<file path="src/include/tmr_params.svh">
// Offsets, field positions, reset values and timing figures of the triple timer
`ifndef TMR_PARAMS_SVH
`define TMR_PARAMS_SVH
// Clock rate and period
`define TMR_CLK_MHZ 40
`define TMR_CLK_PERIOD_NS 25
// Register window base (16-bit word address) and size in words
`define TMR_BASE_ADDR 16'h0C00
`define TMR_WIN_WORDS 6'h18
// Word index of each timer slot inside the window
`define TMR_SLOT0 6'h00
`define TMR_SLOT1 6'h08
`define TMR_SLOT2 6'h10
// Word offsets inside a slot
`define TMR_W_CNT_LO 3'h0
`define TMR_W_CNT_HI 3'h1
`define TMR_W_PRD_LO 3'h2
`define TMR_W_PRD_HI 3'h3
`define TMR_W_TCR 3'h4
`define TMR_W_RSVD 3'h5
`define TMR_W_TPR_LO 3'h6
`define TMR_W_TPR_HI 3'h7
// Control word fields
`define TMR_TCR_ROUTE_BIT 0
`define TMR_TCR_STOP_BIT 4
`define TMR_TCR_RELOAD_BIT 5
`define TMR_TCR_IE_BIT 14
`define TMR_TCR_FLAG_BIT 15
`define TMR_TCR_WMASK 16'h4011
// Reset values
`define TMR_TCR_RST 16'h4000
`define TMR_PRD_RST 32'hFFFFFFFF
`define TMR_CNT_RST 32'hFFFFFFFF
`define TMR_TPR_RST 16'h0000
`endif

</file>
<file path="src/include/tmr_pkg.sv">
// Types and shared arithmetic of the triple timer
package tmr_pkg;
   typedef logic [31:0] tmr_word_t;   // Counter and period width
   typedef logic [15:0] tmr_half_t;   // Bus word and prescaler width
   typedef logic [2:0] tmr_slot_t;    // Word offset inside a slot

   // Prescaler start value: divide by the programmed value, zero acts as one
   function automatic tmr_half_t tmr_psc_load(input tmr_half_t div);
      tmr_psc_load = (div == 16'h0000) ? 16'h0000 : div - 16'h0001;
   endfunction : tmr_psc_load
endpackage : tmr_pkg

</file>
<file path="src/rtl/tmr_channel.sv">
// One 32-bit down counter with 16-bit prescaler, period and control words
`timescale 1ns/10ps
`include "tmr_params.svh"
module tmr_channel (
   input wire logic clock_i,
   input wire logic srst_i,
   input wire logic wr_en_i,
   input wire tmr_pkg::tmr_slot_t wr_word_i,
   input wire tmr_pkg::tmr_half_t wr_data_i,
   output tmr_pkg::tmr_word_t cnt_o,
   output tmr_pkg::tmr_word_t prd_o,
   output tmr_pkg::tmr_half_t tpr_o,
   output tmr_pkg::tmr_half_t psc_o,
   output tmr_pkg::tmr_half_t ctl_o,
   output logic irq_o
);
   import tmr_pkg::*;

   ////////////////////////////////////////////////////////////////////////
   // State
   tmr_word_t cnt, next_cnt;   // Down counter
   tmr_word_t prd, next_prd;   // Period
   tmr_half_t tpr, next_tpr;   // Programmed divider
   tmr_half_t psc, next_psc;   // Prescaler count
   tmr_half_t ctl, next_ctl;   // Control word
   logic irq, next_irq;        // Interrupt pulse
   logic run;                  // Not stopped
   logic tick;                 // Prescaler underflow
   logic zero;                 // Counter at zero
   logic reload_req;           // Software reload strobe

   assign cnt_o = cnt;
   assign prd_o = prd;
   assign tpr_o = tpr;
   assign psc_o = psc;
   assign ctl_o = ctl;
   assign irq_o = irq;

   ////////////////////////////////////////////////////////////////////////
   // Next state
   always_comb
   begin
      run = !ctl[`TMR_TCR_STOP_BIT];
      tick = run && (psc == 16'h0000);
      zero = (cnt == 32'h00000000);
      reload_req = wr_en_i && (wr_word_i == `TMR_W_TCR) && wr_data_i[`TMR_TCR_RELOAD_BIT];
      next_cnt = cnt;
      next_prd = prd;
      next_tpr = tpr;
      next_psc = psc;
      next_ctl = ctl;
      // Software writes; counter words are read only
      if (wr_en_i)
      begin
         case (wr_word_i)
            `TMR_W_PRD_LO: next_prd[15:0] = wr_data_i;
            `TMR_W_PRD_HI: next_prd[31:16] = wr_data_i;
            `TMR_W_TPR_LO: next_tpr = wr_data_i;
            `TMR_W_TCR:
            begin
               next_ctl = (ctl & ~`TMR_TCR_WMASK) | (wr_data_i & `TMR_TCR_WMASK);
               // Write one clears the zero flag
               if (wr_data_i[`TMR_TCR_FLAG_BIT])
                  next_ctl[`TMR_TCR_FLAG_BIT] = 1'b0;
            end
            default: next_ctl = next_ctl;
         endcase
      end
      // Prescaler counts down each system clock
      if (run)
      begin
         if (tick)
         begin
            next_psc = tmr_psc_load(tpr);
            // Decrement, or reload the period at zero
            if (zero)
               next_cnt = prd;
            else
               next_cnt = cnt - 32'h00000001;
         end
         else
            next_psc = psc - 16'h0001;
      end
      // Expiry sets the flag; set wins over a clear
      if (tick && zero)
         next_ctl[`TMR_TCR_FLAG_BIT] = 1'b1;
      // Software reload of counter and prescaler
      if (reload_req)
      begin
         next_cnt = prd;
         next_psc = tmr_psc_load(tpr);
      end
      // A zero period at divide by one expires every cycle; skip a cycle so the line still pulses
      next_irq = tick && zero && ctl[`TMR_TCR_IE_BIT] && !irq;
   end

   ////////////////////////////////////////////////////////////////////////
   // Registers, all on the one system clock
   always_ff @(posedge clock_i)
   begin
      if (srst_i)
      begin
         cnt <= `TMR_CNT_RST;
         prd <= `TMR_PRD_RST;
         tpr <= `TMR_TPR_RST;
         psc <= `TMR_TPR_RST;
         ctl <= `TMR_TCR_RST;
         irq <= 1'b0;
      end
      else
      begin
         cnt <= next_cnt;
         prd <= next_prd;
         tpr <= next_tpr;
         psc <= next_psc;
         ctl <= next_ctl;
         irq <= next_irq;
      end
   end
endmodule : tmr_channel

</file>
<file path="src/rtl/tmr_top.sv">
// Three 32-bit CPU timers with word register port and interrupt routing
//
// Functional notes
// - Three identical timers, 32-bit counter, 16-bit prescaler
// - Counter counts down, interrupt at zero
// - Decrement rate is clock over prescale
// - Automatic period reload on reaching zero
// - Timer 2 drives CPU line fourteen
// - Timer 1 connectable to CPU line thirteen
// - Timer 0 feeds the interrupt expansion block
// - Interrupt output is a single pulse
// - Eight-word register slot per timer
// - Everything runs on the system clock
`timescale 1ns/10ps
`include "tmr_params.svh"
module tmr_top (
   input wire logic clock_i,
   input wire logic srst_i,
   input wire logic bus_sel_i,
   input wire logic bus_we_i,
   input wire tmr_pkg::tmr_half_t bus_addr_i,
   input wire tmr_pkg::tmr_half_t bus_wdata_i,
   output tmr_pkg::tmr_half_t bus_rdata_o,
   output logic bus_ack_o,
   output logic interrupt_expansion_block_o,
   output logic cpu_irq_line_thirteen_o,
   output logic cpu_irq_line_fourteen_o
);
   import tmr_pkg::*;

   ////////////////////////////////////////////////////////////////////////
   // Decode and per-timer views
   logic hit;                 // Access inside the timer window
   logic [5:0] idx;           // Word index inside the window
   logic [1:0] sel_tmr;       // Timer number of the access
   tmr_slot_t word;           // Word inside the slot
   logic [2:0] wr_en;         // Write strobe per timer
   tmr_word_t cnt_a [3];      // Counters
   tmr_word_t prd_a [3];      // Periods
   tmr_half_t tpr_a [3];      // Dividers
   tmr_half_t psc_a [3];      // Prescaler counts
   tmr_half_t ctl_a [3];      // Control words
   logic [2:0] irq_a;         // Raw interrupt pulses

   // Output registers
   tmr_half_t rdata, next_rdata;
   logic ack, next_ack;
   logic irq_exp, next_irq_exp;
   logic irq13, next_irq13;
   logic irq14, next_irq14;

   assign bus_rdata_o = rdata;
   assign bus_ack_o = ack;
   assign interrupt_expansion_block_o = irq_exp;
   assign cpu_irq_line_thirteen_o = irq13;
   assign cpu_irq_line_fourteen_o = irq14;

   ////////////////////////////////////////////////////////////////////////
   // Read value of one word of a slot
   function automatic tmr_half_t rd_word(input tmr_slot_t w, input tmr_word_t c, input tmr_word_t p,
                                         input tmr_half_t t, input tmr_half_t s, input tmr_half_t k);
      case (w)
         `TMR_W_CNT_LO: rd_word = c[15:0];
         `TMR_W_CNT_HI: rd_word = c[31:16];
         `TMR_W_PRD_LO: rd_word = p[15:0];
         `TMR_W_PRD_HI: rd_word = p[31:16];
         `TMR_W_TCR: rd_word = k;
         `TMR_W_TPR_LO: rd_word = t;
         `TMR_W_TPR_HI: rd_word = s;
         default: rd_word = 16'h0000;
      endcase
   endfunction : rd_word

   ////////////////////////////////////////////////////////////////////////
   // Address decode
   always_comb
   begin
      // Upper ten address bits pick the window
      hit = bus_sel_i && (bus_addr_i[15:6] == 10'(`TMR_BASE_ADDR >> 6));
      idx = bus_addr_i[5:0];
      sel_tmr = idx[4:3];
      word = idx[2:0];
      // Slots at 0x00, 0x08, 0x10; above the window is unmapped
      wr_en[0] = hit && bus_we_i && (idx[5:3] == 3'(`TMR_SLOT0 >> 3));
      wr_en[1] = hit && bus_we_i && (idx[5:3] == 3'(`TMR_SLOT1 >> 3));
      wr_en[2] = hit && bus_we_i && (idx[5:3] == 3'(`TMR_SLOT2 >> 3));
   end

   ////////////////////////////////////////////////////////////////////////
   // Three identical timers
   for (genvar g = 0; g < 3; g++)
   begin : g_tmr
      tmr_channel u_chan (
         .clock_i(clock_i),
         .srst_i(srst_i),
         .wr_en_i(wr_en[g]),
         .wr_word_i(word),
         .wr_data_i(bus_wdata_i),
         .cnt_o(cnt_a[g]),
         .prd_o(prd_a[g]),
         .tpr_o(tpr_a[g]),
         .psc_o(psc_a[g]),
         .ctl_o(ctl_a[g]),
         .irq_o(irq_a[g])
      );
   end

   ////////////////////////////////////////////////////////////////////////
   // Read data, acknowledge and interrupt routing
   always_comb
   begin
      next_ack = bus_sel_i;
      next_rdata = 16'h0000;
      // Unmapped words read as zero
      if (hit && !bus_we_i && (idx < `TMR_WIN_WORDS))
      begin
         case (sel_tmr)
            2'h0: next_rdata = rd_word(word, cnt_a[0], prd_a[0], tpr_a[0], psc_a[0], ctl_a[0]);
            2'h1: next_rdata = rd_word(word, cnt_a[1], prd_a[1], tpr_a[1], psc_a[1], ctl_a[1]);
            2'h2: next_rdata = rd_word(word, cnt_a[2], prd_a[2], tpr_a[2], psc_a[2], ctl_a[2]);
            default: next_rdata = 16'h0000;
         endcase
      end
      next_irq_exp = irq_a[0];
      next_irq13 = irq_a[1] && ctl_a[1][`TMR_TCR_ROUTE_BIT];
      next_irq14 = irq_a[2];
   end

   // Output flip-flops
   always_ff @(posedge clock_i)
   begin
      if (srst_i)
      begin
         rdata <= 16'h0000;
         ack <= 1'b0;
         irq_exp <= 1'b0;
         irq13 <= 1'b0;
         irq14 <= 1'b0;
      end
      else
      begin
         rdata <= next_rdata;
         ack <= next_ack;
         irq_exp <= next_irq_exp;
         irq13 <= next_irq13;
         irq14 <= next_irq14;
      end
   end
endmodule : tmr_top

</file>
<file path="config.mk">
export PLATFORM = sky130hd
export DESIGN_NAME = tmr_top
export DESIGN_NICKNAME = d
export VERILOG_FILES = /design/src/include/tmr_pkg.sv /design/src/rtl/tmr_channel.sv /design/src/rtl/tmr_top.sv
export VERILOG_INCLUDE_DIRS = /design/src /design/src/include
export SDC_FILE = /design/constraint.sdc
export NUM_CORES = 1
export LEC_CHECK = 0
export BUFFER_PORTS_ARGS = -buffer_cell sky130_fd_sc_hd__buf_2
export CORE_ASPECT_RATIO = 0.6
export CORE_MARGIN = 1
export CORE_UTILIZATION = 52
export DETAILED_ROUTE_END_ITERATION = 12
export GPL_TIMING_DRIVEN = 1
export PLACE_DENSITY = 0.68
export SLEW_MARGIN = 20
export SYNTH_ARGS = -nofsm -noshare
export SYNTH_HDL_FRONTEND = slang
export SYNTH_HIERARCHICAL = 1
export SYNTH_SLANG_ARGS = --single-unit
</file>
<file path="constraint.sdc">
create_clock -name clock_i -period 4.21 [get_ports clock_i]
set_input_delay 0.842 -clock clock_i [delete_from_list [all_inputs] [get_ports clock_i]]
set_output_delay 0.842 -clock clock_i [all_outputs]
set_load 0.01 [all_outputs]
</file>
Word-level counts from Yosys, hierarchy flattened
Index checks and enable logic that the tools add are counted.

storage, ports and cells
  latch bits = 0
  memory bits (read-only) = 0
  flip-flop bits (word level) = 359
  word-level logic and storage cells = 170
  memories = 0
  input port bits = 36
  output and inout bits = 20
  memory bits (writable) = 0

cells by class
  shift operators = 0
  reduce and logical (&&, ||, !) cells = 73
  divide/modulo/power cells = 0
  multiplexer cells = 40
  $lt $le $gt $ge = 1
  add/sub/neg operators = 9
  $mul = 0
  bitwise gates (word level) = 4
  eq/ne operators = 14

operator list
  cell                                                  number
  2-to-1 mux 32 bit                                     12
  case mux 16 bit (7 select lines)                      3
  2-to-1 mux 16 bit                                     18
  logical NOT 16 bit                                    6
  logical NOT 32 bit                                    3
  subtractor 16 x 1 -> 16 bit, second input constant    6
  subtractor 32 x 1 -> 32 bit, second input constant    3
  OR 16 x 15 -> 16 bit                                  3
  case mux 16 bit (3 select lines)                      1
  AND reduction 2 bit                                   18
  logical AND 1 bit                                     26
  nonzero test 2 bit                                    9
  equality test 10 x 6 -> 1 bit, second input constant  1
  equality test 3 x 2 -> 1 bit, second input constant   3
  equality test 3 bit, second input constant            3
  logical NOT 1 bit                                     7
  equality test 3 x 1 -> 1 bit, second input constant   2
  logical NOT 3 bit                                     2
  < comparator 6 x 5 -> 1 bit, second input constant    1
  2-to-1 mux 1 bit                                      6
  inequality test 2 bit, second input constant          3
  equality test 2 x 1 -> 1 bit, second input constant   1
  equality test 2 bit, second input constant            1
  logical NOT 2 bit                                     1
  2 further kinds                                       2

Logic depth before layout (Yosys ltp)
Gate-level depths: netlist of run 1.

  depth in word-level cells = 8
  mapped depth = 12
  mapped depth without buffers = 10

Modules after synthesis
Netlist of run 1, hierarchy kept.

modules (own cells, without submodules)
  module                             cells each  times used  area each (um^2)
  tmr_channel (g_tmr[0].u_chan ...)  701         2           5298.8
  tmr_channel (g_tmr[2].u_chan)      681         1           5253.8
  tmr_top                            434         1           3575.9

Worst setup path before layout of run 1
OpenSTA, ideal clock, no wires.

  path kind = in2reg
  start point = in bus_addr_i[15]
  end point = reg g_tmr[2].u_chan.cnt[23]
  arrival time = 3691 ps
  cell stages on the path = 12
  path slack = 388 ps
  data required time = 4079 ps
  path buffers = 3
  setup time = 131 ps
  cells stage by stage = or4b_4 > nor4_4 > nand3_1 > nor3b_1 > and3b_1 > and3b_1 > clkbuf_1 > a21oi_1 > clkbuf_1 > clkbuf_1 > a221oi_1 > o21ai_0

on the way
  longest elaborated chain between the ends = 8

RTL lines
  element                                                                line                source
  from (decl)                                                            tmr_top.sv:21       input wire tmr_pkg::tmr_half_t bus_addr_i,
  equality test 10 x 6 -> 1 bit *                                        tmr_top.sv:79       hit = bus_sel_i && (bus_addr_i[15:6] == 10'(`TMR_BASE_ADDR >> 6));
  logical AND 1 bit *                                                    tmr_top.sv:79
  logical AND 1 bit * (2 in a row)                                       tmr_top.sv:86       wr_en[2] = hit && bus_we_i && (idx[5:3] == 3'(`TMR_SLOT2 >> 3));
  via wr_en[2]                                                           tmr_top.sv:37       logic [2:0] wr_en;
  logical AND 1 bit * (2 in a row)                                       tmr_channel.sv:46   reload_req = wr_en_i && (wr_word_i == `TMR_W_TCR) && wr_data_i[`TMR_TCR_RELOAD_BIT];
  inequality test 2 bit (no line) or nonzero test 2 bit (tied branches)  -
  AND reduction 2 bit (no line)                                          -
  to (signal assigned)                                                   tmr_channel.sv:103  cnt <= `TMR_CNT_RST;
  to (signal assigned)                                                   tmr_channel.sv:112  cnt <= next_cnt;
  to (decl)                                                              tmr_channel.sv:21   tmr_word_t cnt, next_cnt;

The timed path passes the listed nets; every way through them passes the cells marked *.
A chain may end at the register's enable or synchronous reset.

Final worst setup path of run 1
  start point = in bus_addr_i[15]
  end point = reg g_tmr[1].u_chan.cnt[22]

on the way
  longest elaborated chain between the ends = 8

RTL lines
  element                                                                line                source
  equality test 10 x 6 -> 1 bit *                                        tmr_top.sv:79
  logical AND 1 bit *                                                    tmr_top.sv:79
  logical AND 1 bit * (2 in a row)                                       tmr_top.sv:85       wr_en[1] = hit && bus_we_i && (idx[5:3] == 3'(`TMR_SLOT1 >> 3));
  via wr_en[1]                                                           tmr_top.sv:37
  logical AND 1 bit * (2 in a row)                                       tmr_channel.sv:46
  inequality test 2 bit (no line) or nonzero test 2 bit (tied branches)  -
  AND reduction 2 bit (no line)                                          -
  to (signal assigned)                                                   tmr_channel.sv:103
  to (signal assigned)                                                   tmr_channel.sv:112
  to (decl)                                                              tmr_channel.sv:21

Marked as above.

==> results of run 1 <==
cell type report:
type,count,area share [%]
sequential,323,30.5
multi-input combinational,1985,56.0
inverter,32,0.578
tap,504,2.97
clock buffer,48,4.79
antenna,1,0.0118
clock inverter,12,0.714
timing repair buffer,136,4.46
worst max-delay path: cells and delay by family:
| kind | cells | cell delay (ns) |
|---|---|---|
| AOI/OAI and AO/OA | 3 | 0.62 |
| buffers and inverters | 1 | 0.10 |
| and+or+nand+nor | 7 | 2.58 |
registers in the layout, summed over array words and instances, names as in the netlist:
register / cells
g_tmr.u_chan/cnt_o: 96
g_tmr.u_chan/prd_o: 96
g_tmr.u_chan/tpr_o: 48
bus_ack_o: 1
g_tmr.u_chan/psc_o: 48
cpu_irq_line_fourteen_o: 1
interrupt_expansion_block_o: 1
cpu_irq_line_thirteen_o: 1
g_tmr.u_chan/ctl_o: 12
bus_rdata_o: 16
g_tmr.u_chan/irq_o: 3
cell usage in the layout (no fill, tap or decap), types with 18 or more instances in the layout:
master     instances
a21oi_1          170
a221oi_1          49
a22oi_1           58
a31oi_1           21
buf_2             52
buf_4             79
clkbuf_16         35
conb_1            36
dfxtp_1          323
ha_1              18
inv_1             30
mux2_2            33
mux2i_1           62
nand2_1          435
nand3_1          165
nand4_1           25
nor2_1           174
nor3_1            97
nor4_1            49
o211ai_1          26
o21ai_0          120
o22ai_1           19
o31ai_1           20
o32ai_1           18
or3_1             19
or4_1             21
xnor2_1           23
xor2_1            19
worst min path at each step:
stage | startpoint | to | slack (ns)
after floorplan | g_tmr[0].u_chan/irq_o | g_tmr[0].u_chan/irq_o | 0.39
after global placement | g_tmr[0].u_chan/irq_o | g_tmr[0].u_chan/irq_o | 0.41
after detailed placement | g_tmr[0].u_chan/irq_o | g_tmr[0].u_chan/irq_o | 0.43
after CTS | g_tmr[1].u_chan/irq_o | g_tmr[1].u_chan/irq_o | 0.44
after global routing | g_tmr[1].u_chan/irq_o | g_tmr[1].u_chan/irq_o | 0.45
final | g_tmr[0].u_chan/irq_o | g_tmr[0].u_chan/irq_o | 0.44
power breakdown:
part / internal (mW) / leakage (nW) / switching [mW]
sequential: 3.27 / 2.62 / 0.412
clock: 1.87 / 0.560 / 1.38
combinational: 1.02 / 4.73 / 1.91
total: 6.16 / 7.91 / 3.70
through the flow:
stage / power (mW) / util (%)
floorplan: 5.59 / -
global placement: 6.47 / 54.8
detailed placement: 6.49 / 54.8
CTS: 9.70 / 58.0
global route: 10.2 / 58.0
finish: 9.86 / 58.0
routing by layer:
layer | share of wire [%] | GRT usage [%]
met5 | 0.015 | 0
met4 | 3.2 | 11.3
met3 | 16 | 14.4
met2 | 38 | 53.9
met1 | 43 | 60.9
cells by family after synthesis:
kind of cell             after synthesis  share of synthesized area (%)
XOR/XNOR                              42                           1.89
adder cells (fa/ha/maj)               18                           1.16
multiplexers                         103                           6.05
buffers and inverters                242                           6.45
AND/OR/NAND/NOR                     1132                           28.6
flip-flops                           323                           33.3
AO/OA/AOI/OAI                        654                           22.5
other                                  3                         0.0580
==> out/qor.txt, run 1 <==
================================================================================
Run status                                                          finished clean
# nets final                                                                2566
Critical path cell sequence                                         buf_2 -> or4b_4 -> nor4_4 -> nand3_1 -> nor2b_1 -> and3b_1 -> nand3b_1 -> o21ai_2 -> nand2_1 -> o221ai_1 -> o21ai_1
DIE AREA                                                             38200 sq um
Initial cell density of the core                                           53.1%
Post-detailed-route DRC marker count                                           0
Reg-to-reg setup timing slack                                            0.97 ns
Clock root cell                                                        clkbuf_16
Final worst slack                                                       0.439 ns
Number of cells on the worst hold path                                         1
Endpoint of the lowest-slack register-to-register path              g_tmr[2].u_chan/cnt_o[12]
Post-synthesis instance area                                         19400 sq um
Die height                                                                152 um
Cell types occupying the most area after synthesis                  dfxtp_1, nand2_1, a21oi_1, nand3_1, nor2_1
Final-report setup violation count                                             0
Syn_area_per_cell                                                     7.72 sq um
Number of cells in the finished layout apart from fillers                   3041
Finished Cell Area                                                   21200 sq um
Pin count of the biggest net entering global routing                          68
Clk slew on worst S/H paths                                              0.07 ns
Final global-route overflow total                                              0
Area share of the leading cell type in the synthesized netlist             33.3%
Hold Slack                                                              0.442 ns
Number of buffers inserted by port buffering                                  55
Floorplan core area                                                  36600 sq um
Setup repair after global routing missed its margin                        false
Hold-fix buffers at CTS                                                        0
Number of cells upsized or downsized after cts                                 0
Vias                                                                       20800
Hold crit path type                                                      reg2reg
Most used flip-flop cell after synthesis                                 dfxtp_1
Number of global-route vias before repair                                  18100
DPL Wire Length                                                         58700 um
Number of buffers added by the clock tree synthesis step                      34
Post-placement cell area                                             20000 sq um
DRT iter0 DRCs                                                              3325
Async S/R FF share, synth                                                     0%
Antenna Violating Nets Remaining                                               0
Kind of end point of the critical path                                      flop
Global-route wire length before repair                                 117000 um
Fillcell total                                                              3371
Top Ports                                                                     56
Gate count after technology mapping                                         2517
Max Root-Sink Buffers                                                          3
Worst R2R Start                                                     g_tmr[2].u_chan/psc_o[4]
Number of warning messages in the yosys log                                    6
Data required time of the critical path                                  4.58 ns
Part of the cycle the worst path needs                                     89.6%
Top post-synthesis cells by count                                   nand2_1, dfxtp_1, nor2_1
Number of antenna violations at the first check in global routing              3
Layout cells sized above 1                                                 11.3%
CP Max Fanout                                                                  8
Wirelength per Cell                                                      26.4 um
Largest stage delay, worst path                                          0.54 ns
H-tree levels                                                                  2
Data arrival time of the worst path                                      4.14 ns
PD cells                                                             465 nW/um^2
Endpoints failing hold                                                         0
Register area share after synthesis                                        33.3%
Count of different cell masters after synthesis                               90
Number of clock sinks                                                        323
Type of the worst setup path                                              in2reg
Synth-to-layout area growth                                                9.11%
Routability Congestion                                                      1.04
Count of buffers added by post-CTS timing repair for setup                     0
Clock tree from TritonCTS                                                  built
Routed via count divided by cell count                                      6.84
Multi-input gate area in the final layout                            11900 sq um
Setup crit end                                                      g_tmr[1].u_chan/cnt_o[22]
Max stage delay cell, worst path                                          or4b_4
Count of flip-flops with a built-in enable after synthesis                     0
Instance count after placement with tap cells included                      2980
Actual transition at the worst max-transition pin                        1.24 ns
Post-place setup slack                                                 0.0513 ns
Clock skew after layout                                                0.0231 ns
Total global-route track usage                                             40.9%
Depth of the most critical reg-to-reg path                                     6
Number of placement rows                                                      54
X dimension of the die                                                    252 um
Aggregate negative setup slack                                              0 ns
Max frequency                                                            265 MHz
Number of register bits inferred by synthesis                                323
IR Drop Worst-Case VDD                                                0.000510 V
Cell with the most instances after synthesis                             nand2_1
Worst setup SP type                                                   input port
Slew Limit Fails                                                               0
Post-layout minimum cycle time                                           3.77 ns
Launching instance or port of the critical path                     bus_addr_i[15]
Worst max-slew margin expressed relative to the limit                      15.0%
Area used by sequential logic in the layout                           6470 sq um
Lkg Pwr                                                                  7.91 nW
Worst-Skew Late Latency                                                  0.54 ns
Pre-Repair DR Iteration Count                                                  8
Yosys top cell by area                                                   dfxtp_1
Max-Cap Viols                                                                  0
Final wirelength                                                        80200 um
================================================================================
(Power assumes the default switching activity.)
==> inputs of run 2 (changes only) <==
--- a/config.mk
+++ b/config.mk
@@ -9,10 +9,10 @@
 export BUFFER_PORTS_ARGS = -buffer_cell sky130_fd_sc_hd__buf_2
 export CORE_ASPECT_RATIO = 0.6
 export CORE_MARGIN = 1
-export CORE_UTILIZATION = 52
+export CORE_UTILIZATION = 63
 export DETAILED_ROUTE_END_ITERATION = 12
 export GPL_TIMING_DRIVEN = 1
-export PLACE_DENSITY = 0.68
+export PLACE_DENSITY = 0.8
 export SLEW_MARGIN = 20
 export SYNTH_ARGS = -nofsm -noshare
 export SYNTH_HDL_FRONTEND = slang
==> run 2 against run 1 <==
Against the previous run: die area down 17%; final cell count down 4.0%; wire length down 3.1%; design area shrank 1.7%; critical endpoint is now g_tmr[2].u_chan/psc_o[1].
==> out/qor.txt, run 2 (same netlist as run 1, synthesis figures left out) <==
====================================================================================
Routed via count divided by cell count                                          7.32   +7.0%
Global-route wire length before repair                                     116000 um   -0.90%
Worst max-slew margin expressed relative to the limit                          21.2%   +6.2 points
X dimension of the die                                                        229 um   -9.1%
Top Ports                                                                         56   unchanged
Clock root cell                                                            clkbuf_16
Routability Congestion                                                          1.03   -0.66%
DRT iter0 DRCs                                                                  4106   +23%
Post-place setup slack                                                      0.137 ns   +0.0862 ns
Number of clock sinks                                                            323   unchanged
Total global-route track usage                                                 47.1%   +6.3 points
Final global-route overflow total                                                  0   unchanged
Max frequency                                                                272 MHz   +2.7%
Max stage delay cell, worst path                                              or4b_4
Crit path depth                                                                   12   +1
Instance count after placement with tap cells included                          2864   -3.9%
Number of buffers inserted by port buffering                                      55   unchanged
Number of placement rows                                                          49   -9.3%
Hold crit path type                                                          reg2reg
Final-report setup violation count                                                 0   unchanged
Lkg Pwr                                                                      7.77 nW   -1.8%
Number of antenna violations at the first check in global routing                  0   -3
Data arrival time of the worst path                                          4.17 ns   +0.03 ns
Count of buffering cells on the critical path with inverters included              2   +1
Most frequent cell on the critical path                                      and3b_1
PD cells                                                                 456 nW/um^2   -1.9%
DPL Wire Length                                                             55800 um   -4.9%
Pin count of the biggest net entering global routing                              70   +2.9%
Aggregate negative setup slack                                                  0 ns   unchanged
Number of cells in the finished layout apart from fillers                       2919   -4.0%
Type of the worst setup path                                                  in2reg
# diodes                                                                           0   -1
Clock skew after layout                                                    0.0258 ns   +0.00268 ns
Max Root-Sink Buffers                                                              3   unchanged
Final worst slack                                                           0.537 ns   +0.0979 ns
Leading cell type in the layout, fill and taps excluded                      nand2_1
Post-detailed-route DRC marker count                                               0   unchanged
Data required time of the critical path                                      4.71 ns   +0.13 ns
DIE AREA                                                                 31600 sq um   -17%
Power, Total                                                                 9.51 mW   -3.6%
Actual transition at the worst max-transition pin                            1.17 ns   -0.0718 ns
Largest stage delay, worst path                                              0.54 ns   about the same
Die height                                                                    138 um   -9.0%
Number of cells upsized or downsized after cts                                     0   unchanged
Run status                                                              finished clean
Clk slew on worst S/H paths                                                  0.07 ns   about the same
Worst setup SP type                                                       input port
# nets final                                                                    2543   -0.90%
Setup repair after global routing missed its margin                            false
Clock tree from TritonCTS                                                      built
Floorplan core area                                                      30200 sq um   -17%
Number of cells on the worst hold path                                             1   unchanged
Critical path cell sequence                                             buf_2 -> or4b_4 -> nor4_4 -> nand3_1 -> nor3b_1 -> and3b_1 -> and3b_1 -> a21oi_2 -> nor2_1 -> buf_4 -> a21oi_1 -> a211oi_1
Count of buffers added by post-CTS timing repair for setup                         0   unchanged
Endpoints failing hold                                                             0   unchanged
Max-Cap Viols                                                                      0   unchanged
H-tree levels                                                                      1   -1
Number of global-route vias before repair                                      19000   +5.1%
Antenna Violating Nets Remaining                                                   0   unchanged
Synth-to-layout area growth                                                    7.22%
Worst-Skew Late Latency                                                      0.60 ns   +0.06 ns
IR Drop Worst-Case VDD                                                    0.000353 V   -31%
Part of the cycle the worst path needs                                         87.2%   -2.3 points
Kind of end point of the critical path                                          flop
Leading cell types in the layout, fill and taps excluded                nand2_1, dfxtp_1, nor2_1
Vias                                                                           21400   +2.7%
Final wirelength                                                            77700 um   -3.1%
Wirelength per Cell                                                          26.6 um   +0.98%
Number of buffers added by the clock tree synthesis step                          31   -8.8%
Largest delay share family, worst path                                  simple AND/OR/NAND/NOR gates
Slew Limit Fails                                                                   0   unchanged
Layout cells sized above 1                                                     10.4%   -0.88 points
Post-layout minimum cycle time                                               3.67 ns   -0.0979 ns
Depth of the most critical reg-to-reg path                                         6   unchanged
Pre-Repair DR Iteration Count                                                      9   +1
Hold-fix buffers at CTS                                                            0   unchanged
CP Max Fanout                                                                     17   +9
Initial cell density of the core                                               64.4%   +11 points
====================================================================================
==> run 2: path summary, 6_finish.rpt <==
check,startpoint,slack (ns),to
worst min-delay path,g_tmr[1].u_chan/irq_o,0.42,g_tmr[1].u_chan/irq_o
worst min register to register,g_tmr[1].u_chan/irq_o,0.42,g_tmr[1].u_chan/irq_o
worst max-delay path,bus_addr_i[15],0.54,g_tmr[2].u_chan/psc_o[1]
worst max register to register,g_tmr[2].u_chan/psc_o[4],0.89,g_tmr[2].u_chan/cnt_o[27]
==> run 2: final cells by class <==
cell class / instances / area, sq um
clock buffers: 45 / 908
clock inverters: 10 / 125
fillers: 2586 / 9330
inverters: 32 / 123
multi-input cells: 1985 / 11900
flip-flops and latches: 323 / 6470
well taps: 408 / 510
repair buffers: 116 / 820
==> run 2: per-stage QoR <==
stage	util [%]	hold slack [ns]	area, sq um
global placement	65.6	0.402	19800
detailed placement	65.6	0.411	19800
finish	69.1	0.422	20800
floorplan	-	0.391	19600
global route	69.1	0.433	20800
CTS	69.0	0.420	20800
==> run 2: layer usage <==
layer	global-route usage [%]	vias up	share of wire, %	wire length (um)
met4	17.9	0	4.9	3780
met1	66.0	9916	38	29600
met2	64.5	1926	39	30200
li1	-	9195	-	-
met3	18.6	339	18	14200
met5	0.744	-	0	0
==> run 2: power by group <==
part           internal (mW)  switching (mW)
clock network           1.67            1.28
registers               3.27           0.410
logic                   1.01            1.87
